==> src/inc/ifd_consts.vh <==
// Purpose: constants for the instruction format and timing decoder
// Assumes: 24-bit program words, 8-bit opcode field in the top bits
// Notes:   opcode values are a plain coding chosen for this decoder
`ifndef IFD_CONSTS_VH
`define IFD_CONSTS_VH
`define IFD_WORD_W       24
`define IFD_OPC_W        8
`define IFD_OPC_MSB      23
`define IFD_OPC_LSB      16
// Operand field positions
`define IFD_BASE_MSB     14
`define IFD_BASE_LSB     11
`define IFD_DST_MSB      10
`define IFD_DST_LSB      7
`define IFD_DMODE_MSB    6
`define IFD_DMODE_LSB    4
`define IFD_SRC_MSB      3
`define IFD_SRC_LSB      0
`define IFD_SMODE_MSB    15
`define IFD_SMODE_LSB    15
`define IFD_FILE_MSB     12
`define IFD_FILE_LSB     0
`define IFD_FDIR_BIT     13
`define IFD_BIT_MSB      15
`define IFD_BIT_LSB      12
`define IFD_BITIND_BIT   11
`define IFD_LIT_MSB      15
`define IFD_LIT_LSB      0
`define IFD_TBLMODE_MSB  1
`define IFD_TBLMODE_LSB  0
// Program address: low 16 bits in the first word, high 7 bits in the second
`define IFD_ADRLO_MSB    15
`define IFD_ADRLO_LSB    0
`define IFD_ADRHI_MSB    6
`define IFD_ADRHI_LSB    0
// Opcode codes (classes in upper nibble)
`define IFD_OPC_NOP2     8'h00
`define IFD_CLS_ACCUMULATOR_REG     4'h1
`define IFD_CLS_FILE     4'h2
`define IFD_CLS_BIT      4'h3
`define IFD_CLS_LITMOV   4'h4
`define IFD_CLS_LITALU   4'h5
`define IFD_CLS_CTRL     4'h6
`define IFD_CLS_SKIP     4'h7
`define IFD_OPC_JMP      8'h60
`define IFD_OPC_CJMP     8'h61
`define IFD_OPC_ICALL    8'h62
`define IFD_OPC_TBLRD    8'h63
`define IFD_OPC_TBLWR    8'h64
`define IFD_OPC_RET      8'h65
`define IFD_OPC_IEXIT    8'h66
`define IFD_OPC_CBR      8'h67
`define IFD_OPC_AJMP2    8'h68
`define IFD_OPC_CALL2    8'h69
`define IFD_OPC_MOVD2    8'h6A
// Cycle counts
`define IFD_CYC_1        2'd1
`define IFD_CYC_2        2'd2
`define IFD_CYC_3        2'd3
// Class codes on the output
`define IFD_K_NONE       3'd0
`define IFD_K_ACCUMULATOR_REG       3'd1
`define IFD_K_FILE       3'd2
`define IFD_K_BIT        3'd3
`define IFD_K_LITMOV     3'd4
`define IFD_K_LITALU     3'd5
`define IFD_K_CTRL       3'd6
`endif

==> src/design/ifd_word_pair.v <==
// Purpose: holds the first word of a two-word instruction
// Assumes: one word offered per load strobe
// Notes:   read data leave from a register
`timescale 1ns/100ps
`include "ifd_consts.vh"
module ifd_word_pair
#(
    parameter WIDTH = 24
)
(
    input  wire             ref_clk,
    input  wire             reset_n,
    input  wire             load,
    input  wire [WIDTH-1:0] wrData,
    output reg  [WIDTH-1:0] rdData_ff
);
    // Latch the held word; cleared so a stray read shows zero
    always @(posedge ref_clk)
    begin
        if (!reset_n)
            rdData_ff <= {WIDTH{1'b0}};
        else if (load)
            rdData_ff <= wrData;
    end
endmodule

==> src/design/ifd_decoder.v <==
// Purpose: decodes instruction words into opcode, operands and cycles
// Assumes: words arrive from program memory on ref_clk with a valid
//          strobe; skipNextTwo and condTrue come from core logic
// Notes:   a decoded result stands one cycle after the word is taken
// How it works
// (RQ1) 24-bit word, 8-bit opcode field, operands
// (RQ2) Two-word instructions join into 48 bits
// (RQ3) Lone second word, top zero, is NOP
// (RQ4) One cycle; two if true or jumping
// (RQ5) Branches, tables, returns take two/three cycles
// (RQ6) Skip costs two or three cycles
// (RQ7) Two-word and double moves take two cycles
// (RQ8) Register ops decode base, source, destination
// (RQ9) File ops: location, dest same or zero
// (RQ10) Bit ops: operand plus literal/register bit
// (RQ11) Literal moves load value into target
// (RQ12) Literal ALU: base, literal, optional dest
// (RQ13) Control ops: address or table mode
`timescale 1ns/100ps
`include "ifd_consts.vh"
module ifd_decoder
(
    input  wire        ref_clk,
    input  wire        reset_n,
    input  wire        wordValid,
    input  wire [23:0] wordData,
    input  wire        condTrue,
    input  wire        skipNextTwo,
    output reg         decValid_ff,
    output reg  [7:0]  opcode_ff,
    output reg  [2:0]  instClass_ff,
    output reg  [3:0]  baseOperandReg_ff,
    output reg  [3:0]  secondSourceReg_ff,
    output reg         srcModEn_ff,
    output reg  [3:0]  resultDestReg_ff,
    output reg  [2:0]  destMode_ff,
    output reg  [12:0] fileAddr_ff,
    output reg         destIsWorkingZero_ff,
    output reg  [3:0]  bitPos_ff,
    output reg         bitFromBaseReg_ff,
    output reg  [15:0] literal_ff,
    output reg         destSameAsBase_ff,
    output reg  [22:0] progAddr_ff,
    output reg  [1:0]  tableMode_ff,
    output reg         isNop_ff,
    output reg         twoWord_ff,
    output reg  [1:0]  cycles_ff
);
    // One-hot states: waiting for a first word or for a second word
    localparam [1:0] ST_FIRST  = 2'b01;
    localparam [1:0] ST_SECOND = 2'b10;

    reg  [1:0]  state_ff;
    reg  [1:0]  nxt_state;
    wire [23:0] heldWord;
    wire [7:0]  opc = wordData[`IFD_OPC_MSB:`IFD_OPC_LSB];
    wire [3:0]  cls = opc[7:4];
    reg         needsSecond;
    reg  [1:0]  nxt_cycles;
    reg  [2:0]  nxt_class;

    // (RQ2) first word held
    ifd_word_pair #(.WIDTH(`IFD_WORD_W)) uHold
    (
        .ref_clk   (ref_clk),
        .reset_n   (reset_n),
        .load      (wordValid && state_ff[0] && needsSecond),
        .wrData    (wordData),
        .rdData_ff (heldWord)
    );

    // Class, two-word detection and cycle count for a first word
    always @*
    begin
        needsSecond = 1'b0;
        nxt_cycles  = `IFD_CYC_1;
        nxt_class   = `IFD_K_NONE;
        // (RQ1) opcode picks class
        case (cls)
            `IFD_CLS_ACCUMULATOR_REG:   nxt_class = `IFD_K_ACCUMULATOR_REG;
            `IFD_CLS_FILE:   nxt_class = `IFD_K_FILE;
            `IFD_CLS_BIT:    nxt_class = `IFD_K_BIT;
            `IFD_CLS_LITMOV: nxt_class = `IFD_K_LITMOV;
            `IFD_CLS_LITALU: nxt_class = `IFD_K_LITALU;
            `IFD_CLS_CTRL:   nxt_class = `IFD_K_CTRL;
            `IFD_CLS_SKIP:   nxt_class = `IFD_K_CTRL;
            default:         nxt_class = `IFD_K_NONE;
        endcase
        // (RQ4) taken condition adds cycle
        if (cls == `IFD_CLS_CTRL && opc == `IFD_OPC_CBR && condTrue)
            nxt_cycles = `IFD_CYC_2;
        // (RQ6) skip by skipped size
        if (cls == `IFD_CLS_SKIP && condTrue)
            nxt_cycles = skipNextTwo ? `IFD_CYC_3 : `IFD_CYC_2;
        case (opc)
            // (RQ5) flow change, tables, returns
            `IFD_OPC_JMP, `IFD_OPC_CJMP, `IFD_OPC_ICALL,
            `IFD_OPC_TBLRD, `IFD_OPC_TBLWR:
                nxt_cycles = `IFD_CYC_2;
            // Returns also refill the pipeline from the stack
            `IFD_OPC_RET, `IFD_OPC_IEXIT:
                nxt_cycles = `IFD_CYC_3;
            // (RQ7) two-word, two cycles
            `IFD_OPC_AJMP2, `IFD_OPC_CALL2, `IFD_OPC_MOVD2:
            begin
                needsSecond = 1'b1;
                nxt_cycles  = `IFD_CYC_2;
            end
            default:
                nxt_cycles = nxt_cycles;
        endcase
    end

    // State: a two-word opcode waits for its partner word
    always @*
    begin
        case (state_ff)
            ST_FIRST:
                nxt_state = (wordValid && needsSecond) ? ST_SECOND
                                                       : ST_FIRST;
            ST_SECOND:
                nxt_state = wordValid ? ST_FIRST : ST_SECOND;
            default:
                nxt_state = ST_FIRST;
        endcase
    end

    always @(posedge ref_clk)
    begin
        if (!reset_n)
            state_ff <= ST_FIRST;
        else
            state_ff <= nxt_state;
    end

    // Output fields; decValid pulses once per whole instruction
    always @(posedge ref_clk)
    begin
        if (!reset_n)
        begin
            decValid_ff          <= 1'b0;
            opcode_ff            <= 8'h00;
            instClass_ff         <= `IFD_K_NONE;
            baseOperandReg_ff    <= 4'h0;
            secondSourceReg_ff   <= 4'h0;
            srcModEn_ff          <= 1'b0;
            resultDestReg_ff     <= 4'h0;
            destMode_ff          <= 3'h0;
            fileAddr_ff          <= 13'h0000;
            destIsWorkingZero_ff <= 1'b0;
            bitPos_ff            <= 4'h0;
            bitFromBaseReg_ff    <= 1'b0;
            literal_ff           <= 16'h0000;
            destSameAsBase_ff    <= 1'b0;
            progAddr_ff          <= 23'h00_0000;
            tableMode_ff         <= 2'h0;
            isNop_ff             <= 1'b0;
            twoWord_ff           <= 1'b0;
            cycles_ff            <= `IFD_CYC_1;
        end
        else if (wordValid && state_ff[1])
        begin
            // (RQ2) join 48-bit instruction
            decValid_ff  <= 1'b1;
            opcode_ff    <= heldWord[`IFD_OPC_MSB:`IFD_OPC_LSB];
            instClass_ff <= `IFD_K_CTRL;
            twoWord_ff   <= 1'b1;
            isNop_ff     <= 1'b0;
            cycles_ff    <= `IFD_CYC_2;
            // (RQ13) address spans both words
            progAddr_ff  <= {wordData[`IFD_ADRHI_MSB:`IFD_ADRHI_LSB],
                             heldWord[`IFD_ADRLO_MSB:`IFD_ADRLO_LSB]};
            literal_ff   <= heldWord[15:0];
        end
        else if (wordValid && !needsSecond)
        begin
            decValid_ff  <= 1'b1;
            opcode_ff    <= opc;
            twoWord_ff   <= 1'b0;
            // (RQ3) lone second word NOP
            isNop_ff     <= (opc == `IFD_OPC_NOP2);
            instClass_ff <= nxt_class;
            cycles_ff    <= nxt_cycles;
            // (RQ8) three register operands
            baseOperandReg_ff  <= wordData[`IFD_BASE_MSB:`IFD_BASE_LSB];
            secondSourceReg_ff <= wordData[`IFD_SRC_MSB:`IFD_SRC_LSB];
            srcModEn_ff        <= wordData[`IFD_SMODE_MSB];
            resultDestReg_ff   <= wordData[`IFD_DST_MSB:`IFD_DST_LSB];
            destMode_ff        <= wordData[`IFD_DMODE_MSB:`IFD_DMODE_LSB];
            // (RQ9) file location and direction
            fileAddr_ff          <= wordData[`IFD_FILE_MSB:`IFD_FILE_LSB];
            destIsWorkingZero_ff <= (cls == `IFD_CLS_FILE)
                                    && wordData[`IFD_FDIR_BIT];
            // (RQ10) bit position source
            bitPos_ff         <= wordData[`IFD_BIT_MSB:`IFD_BIT_LSB];
            bitFromBaseReg_ff <= (cls == `IFD_CLS_BIT)
                                 && wordData[`IFD_BITIND_BIT];
            // (RQ11) immediate for moves
            literal_ff <= wordData[`IFD_LIT_MSB:`IFD_LIT_LSB];
            // (RQ12) dest only when different
            destSameAsBase_ff <= (cls == `IFD_CLS_LITALU)
                && (wordData[`IFD_DMODE_MSB:`IFD_DMODE_LSB] == 3'h7);
            // (RQ13) table mode field
            tableMode_ff <= wordData[`IFD_TBLMODE_MSB:`IFD_TBLMODE_LSB];
            progAddr_ff  <= {7'h00,
                             wordData[`IFD_ADRLO_MSB:`IFD_ADRLO_LSB]};
        end
        else
            decValid_ff <= 1'b0;
    end
endmodule

==> config.mk <==
export PLATFORM = sky130hd
export DESIGN_NAME = ifd_decoder
export DESIGN_NICKNAME = d
export VERILOG_FILES = /design/src/design/ifd_word_pair.v /design/src/design/ifd_decoder.v
export VERILOG_INCLUDE_DIRS = /design/src /design/src/inc
export SDC_FILE = /design/constraint.sdc
export NUM_CORES = 1
export LEC_CHECK = 0
export BUFFER_PORTS_ARGS = -buffer_cell sky130_fd_sc_hd__buf_4
export CORE_ASPECT_RATIO = 1.75
export CORE_UTILIZATION = 53
export CTS_CLUSTER_SIZE = 25
export DETAILED_ROUTE_END_ITERATION = 16
export PLACE_DENSITY = 0.84
export SKIP_LAST_GASP = 1
export SLEW_MARGIN = 20
export SYNTH_ARGS = -nofsm -noshare
export SYNTH_HDL_FRONTEND = slang
export SYNTH_SLANG_ARGS = --single-unit
==> constraint.sdc <==
create_clock -name ref_clk -period 5 [get_ports ref_clk]
set_input_delay 0.5 -clock ref_clk [delete_from_list [all_inputs] [get_ports ref_clk]]
set_output_delay 0.5 -clock ref_clk [all_outputs]
set_load 0.005 [all_outputs]
==> impl_results.md, run 1 <==
* Share of flip-flops with an asynchronous set or reset at 0
* Slew headroom at 0.314
* Simple-Gate Fraction of Synth Area at 0.172
* Dpl hpwl at around 6.1 mm
* # rows at 38
* CP arrival at between 2000 and 2500 ps
* Vias in the first global route at around 2900
* Top cell type's share of synthesized area at 0.486
* Worst Reg-to-Reg Cells at 5
* DR vias at 2989
* Critical path type: flip-flop to flip-flop
* Nets at around 480
* Core area at slightly above 0.006 mm²
* R2R setup slack at 3010 ps
* Total Wirelength at between 8 and 9 mm
* Final slew viol count at 0
* Synth Warn # at 0
* Area of the die at about 0.007 mm²
* Die span in x at 63.1 µm
* Share of cells above drive strength 1 at 0.327
* Worst Tran Pin Value at 1030 ps
* Initial Util at 0.555
* Worst r2r dst: bitFromBaseReg_ff$_SDFFE_PN0P_
* Max Root-Sink Buffers at 2
* Period minus WS final at approximately 2000 ps
* Crit start category: flip-flop
* Buffers added on ports at roughly 120
* Multiplexer area fraction after synthesis at 0.0608
* Synth area leader: dfxtp_1
* Fin. Hold Viols at 0
* Peak Freq at between 500 and 600 MHz
* Cell Pwr Density at 313 mW/mm²
* Pin count of the biggest net entering global routing at 65
* Antenna diode count at 0
* Mean Syn Cell Area at slightly above 9 µm²
* CTS Buf Count at 9
* Postcts setup bufs at 0
* Non-filler instance count after layout at between 500 and 600
* Ports at ~120
* Pre-CTS setup slack at between 2000 and 3000 ps
* RSZ-0062 raised after global routing: false
* CTS Hold Bufs at 0
* VDD IR-drop max at between 0.2 and 0.25 mV
* Clk_lat worst skew at roughly 350 ps
* Post-synth EDFFs at 0
* Routed WL per cell at between 15 and 20 µm
* Drt via density at approximately 5.6
* Status: completed
* Area of the multi-input gates at 0.00141 mm²
* Sequential-to-total area share from yosys stat at 0.486
* Overall routing resource usage at 0.255
* DR iter-0 viols at ~220
* Number of gates resized after cts at 0
* ANT nets after route at 0
* Power Total at around 0.0014 W
* Synth cell types at 43
* GRT overflow at 0
* TritonCTS clock tree: built
* Worst Min Path Start: wordData[2]
* Placed Cells at 520
* Top FF cell, synth: dfxtp_1
* # setup viols final at 0
* Clk_skew at around 8.0 ps
* CTS root buf: clkbuf_8
* DRC Markers at 0
* Global-route wire length before repair at around 14 mm
* RD Place Congestion at 0.906
* Crit-path max FO at 21
* Initial antenna violation count at 0
* Syn Nets at about 400
* Register area at about 0.0017 mm²
* Final Util at 0.699
* H-tree levels at 3
* Synth Cell Area at between 0.003 and 0.004 mm²
* Setup TNS at 0 ps
* Die Height at 109 µm
* Adder-Cell Fraction of Synth Area at 0.00724
* Hold path depth at 2
* Hold Crit Class: input port to flip-flop
* Crit end category: flip-flop
* Period utilisation layout at 0.399
* Post-Synthesis Cells at approximately 370
* Synth-to-Final Area Change at 25.9%
* R2R Path Start: state_ff[1]$_SDFF_PN0_
* Hold path endpoint: progAddr_ff[18]$_SDFFE_PN0P_
* Leak Pwr at ~1.8 nW
* Post-Synth XOR/XNOR Area at 0
* Largest family of logic cells by synthesized area: simple AND/OR/NAND/NOR gates
* CTS sink cnt at 84
* Filler Cells Inserted at 514
* Clk slew on worst S/H paths at ~90 ps
* Worst setup margin at 3010 ps
* Compound-Gate Fraction of Synth Area at 0.164
* Max-cap violations at 0
* Worst EP required at 5270 ps
* DR pass1 iterations at 4
* Flops & latches, synth at between 80 and 90
* Dominant cells by area after synthesis: dfxtp_1 (49%), buf_4 (8.3%), mux2i_1 (6.1%)
-- layer usage --
| metal | GRT usage | share of wire |
|---|---|---|
| met1 | 0.284 | 0.40 |
| met4 | 0.135 | 0.026 |
| met3 | 0.0513 | 0.048 |
| met2 | 0.452 | 0.53 |
| met5 | 0 | 0 |
-- worst max path at each step --
stage	start	to	slack [ps]
3_3_place_gp	wordData[23]	isNop_ff$_SDFFE_PP0P_	2730
2_1_floorplan	wordData[20]	uHold.rdData_ff[6]$_SDFFE_PN0P_	3110
6_report	state_ff[1]$_SDFF_PN0_	bitFromBaseReg_ff$_SDFFE_PN0P_	3010
3_5_place_dp	wordData[23]	progAddr_ff[19]$_SDFFE_PN0P_	2680
5_1_grt	state_ff[1]$_SDFF_PN0_	bitFromBaseReg_ff$_SDFFE_PN0P_	2950
4_1_cts	state_ff[1]$_SDFF_PN0_	bitFromBaseReg_ff$_SDFFE_PN0P_	3050
-- stage by stage --
step           cell area [µm²]  hold slack (ps)
2_1_floorplan             3460              440
3_3_place_gp              4150              445
3_5_place_dp              4150              442
4_1_cts                   4350              373
5_1_grt                   4350              385
6_report                  4350              388
-- state kept, by name, indices dropped and copies added (netlist names) --
signal                cells
uHold.rdData_ff          24
state_ff                  2
progAddr_ff               8
literal_ff               15
destMode_ff               2
cycles_ff                 2
destIsWorkingZero_ff      1
bitFromBaseReg_ff         1
destSameAsBase_ff         1
bitPos_ff                 1
opcode_ff                 8
isNop_ff                  1
twoWord_ff                1
secondSourceReg_ff        3
instClass_ff              3
resultDestReg_ff          3
srcModEn_ff               1
fileAddr_ff               3
decValid_ff               1
baseOperandReg_ff         3
-- cell families after synthesis --
logic type | count (synthesis)
AND/OR/NAND/NOR | 127
adder cells (fa/ha/maj) | 2
flip-flops | 84
multiplexers | 21
buffers and inverters | 61
AO/OA/AOI/OAI | 76
-- cell type report --
cell class,instances,area share
well taps,80,0.0230
clock buffers,9,0.0285
repair buffers,125,0.216
flip-flops and latches,84,0.386
clock inverters,7,0.0184
inverters,5,0.00431
multi-input cells,226,0.324
-- worst max-delay path, cell delays in order, from the launching register on --
cell and delay, ps:
dfxtp_1 460, nor2b_1 520, o31ai_2 150, buf_4 250, or3_1 390, a21oi_1 150
-- cell usage in the layout, fill, tap and decap left out, drive strengths merged, types with 2 or more instances in the layout --
cell type	n
and3	4
clkbuf	9
nand4	3
nor2	37
and2	3
nor3	2
buf	125
inv	9
o2bb2ai	3
a222oi	11
dfxtp	84
nor2b	5
a31oi	7
a32oi	5
nand2b	4
nand2	56
o21ai	3
or3	2
a22o	8
nand3	4
mux2i	21
a221o	2
ha	2
nor4	2
clkinvlp	2
a21oi	28
-- synthesized netlist by cell type, types with 2 or more instances --
cell,n
a21oi_1,28
a221o_1,2
a222oi_1,11
a22o_1,8
a31oi_1,6
a32oi_1,5
and2_1,3
and3_1,4
buf_2,6
buf_4,38
clkbuf_1,12
dfxtp_1,84
ha_1,2
inv_1,4
mux2i_1,21
nand2_1,56
nand2b_1,4
nand3_1,4
nand4_1,3
nor2_1,37
nor2b_1,5
nor3_1,2
o21ai_0,3
o2bb2ai_1,3
or3_1,2
-- where the power goes --
part / leakage (nW) / internal [W] / switching (W)
Sequential: 0.685 / 0.000690 / 0.0000172
Clock: 0.0973 / 0.000238 / 0.000258
Combinational: 1.07 / 0.0000807 / 0.0000776
Total: 1.85 / 0.00101 / 0.000353
(Power assumes the default switching activity.)
==> inputs of run 2 (changes only) <==
CORE_UTILIZATION = 49   (was 53)
PLACE_DENSITY = 0.79   (was 0.84)
clock period = 2 ns   (was 5 ns; I/O delays follow)
==> impl_results.md, run 2 (same netlist as run 1, synthesis figures left out) <==
* Largest Register: uHold.rdData_ff
* CP arrival at 1870 ps
* Buffers added on ports at 121
* Setup TNS at 0 ps
* Final slew viol count at 0
* Number of gates resized after cts at 0
* Clk_lat worst skew at approximately 330 ps
* CTS sink cnt at 84
* Worst Tran Pin Value at roughly 490 ps
* CTS root buf: clkbuf_16
* Postcts setup bufs at 0
* RD Place Congestion at ~0.84
* Hold Crit Class: input port to flip-flop
* DR iter-0 viols at 218
* Area of the die at around 0.0074 mm²
* Worst path max stage delay at roughly 450 ps
* Dpl hpwl at between 6 and 7 mm
* Initial antenna violation count at 0
* Most common cell after layout, fill and taps aside: buf_4
* Peak Freq at about 630 MHz
* Fin. Hold Viols at 0
* Non-filler instance count after layout at roughly 550
* Status: completed
* VDD IR-drop max at 0.624 mV
* Worst EP required at approximately 2300 ps
* Clk_skew at about 3.7 ps
* CP top delay family: compound AO/OA/AOI/OAI gates
* CTS Hold Bufs at 0
* CP max-delay cell: o41ai_4
* Ports at approximately 120
* Max FFs per register at 24
* Synth-to-Final Area Change at 31.8%
* Antenna diode count at 0
* Global-route wire length before repair at between 10 and 15 mm
* DRC Markers at 0
* Max Root-Sink Buffers at 2
* DR vias at between 3000 and 4000
* RSZ-0062 raised after global routing: false
* DR pass1 iterations at 6
* Crit-path max FO at 12
* GRT overflow at 0
* Period utilisation layout at 0.799
* CTS Buf Count at 9
* Placed Cells at 530
* Most frequent cells in the layout: buf_4 (129), dfxtp_1 (84), nand2_1 (56)
* Routed WL per cell at 16.3 µm
* Total Wirelength at between 8 and 9 mm
* Overall routing resource usage at 0.251
* Max-cap violations at 0
* R2R setup slack at between 400 and 500 ps
* Initial Util at 0.504
* Vias in the first global route at 2890
* Share of cells above drive strength 1 at 0.334
* Leak Pwr at around 1.9 nW
* Largest registers: uHold.rdData_ff x24, literal_ff x15
* Slew headroom at 0.671
* Critical path type: flip-flop to flip-flop
* ANT nets after route at 0
* Worst-path cell chain: o41ai_4, and2_1, a22o_1
* Pin count of the biggest net entering global routing at 29
* TritonCTS clock tree: built
* Crit end category: flip-flop
* Nets at approximately 500
* Die span in x at roughly 65 µm
* Cell Pwr Density at slightly below 900 mW/mm²
* Clk slew on worst S/H paths at roughly 60 ps
* Period minus WS final at roughly 1600 ps
* Die Height at 113 µm
* # setup viols final at 0
* Crit start category: flip-flop
* Core area at 0.00686 mm²
* # rows at 40
* H-tree levels at 3
* Drt via density at between 5 and 6
* Critical path buffers and inverters at 0
## run 2: cell count changes in the layout (fill, tap and decap cells not counted)
cell       previous run  this run
clkbuf_16             0         9
clkbuf_8              9         1
buf_4               125       129
inv_6                 4         1
buf_12                0         2
bufinv_16             1         2
o31ai_2               1         0
o31ai_4               0         1
## run 2: cell type report
cell class | count | area [µm²]
clock buffers | 10 | 239
clock inverters | 5 | 83.8
fillers | 560 | 2300
inverters | 5 | 18.8
multi-input cells | 226 | 1420
flip-flops and latches | 84 | 1680
well taps | 84 | 105
repair buffers | 131 | 1010
## run 2: tightest hold or removal path: stages
cell and delay [ps]:
buf_4 90, mux2i_1 60, nor2_1 70
## run 2: where the power goes
group          internal, W  switching, W  leakage [nW]
clock network      0.00112      0.000648         0.151
logic             0.000212      0.000198          1.10
registers          0.00173     0.0000433         0.685
total              0.00306      0.000889          1.94
## run 2: worst paths after layout
check	from	to	cells after the start
hold / removal	wordData[12]	uHold.rdData_ff[12]$_SDFFE_PN0P_	3
hold reg to reg	instClass_ff[1]$_SDFFE_PN0P_	instClass_ff[1]$_SDFFE_PN0P_	2
setup / recovery	state_ff[1]$_SDFF_PN0_	progAddr_ff[17]$_SDFFE_PN0P_	3
setup reg to reg	state_ff[1]$_SDFF_PN0_	progAddr_ff[17]$_SDFFE_PN0P_	3
## run 2: routing by layer
layer,up-vias,share of wire,global-route usage
met4,0,0.033,0.142
li1,1437,-,-
met2,106,0.53,0.432
met3,19,0.050,0.0383
met1,1466,0.38,0.287
met5,-,0,0
## run 2: metrics by stage
step	hold WS, ps	util	power, W	instance area, µm²	worst slack (ps)
detailed placement	447	0.617	0.00222	4230	198
CTS	105	0.664	0.00398	4560	393
floorplan	325	-	0.00201	3460	405
finish	117	0.664	0.00395	4560	401
global route	118	0.664	0.00409	4560	284
global placement	440	0.617	0.00220	4230	308
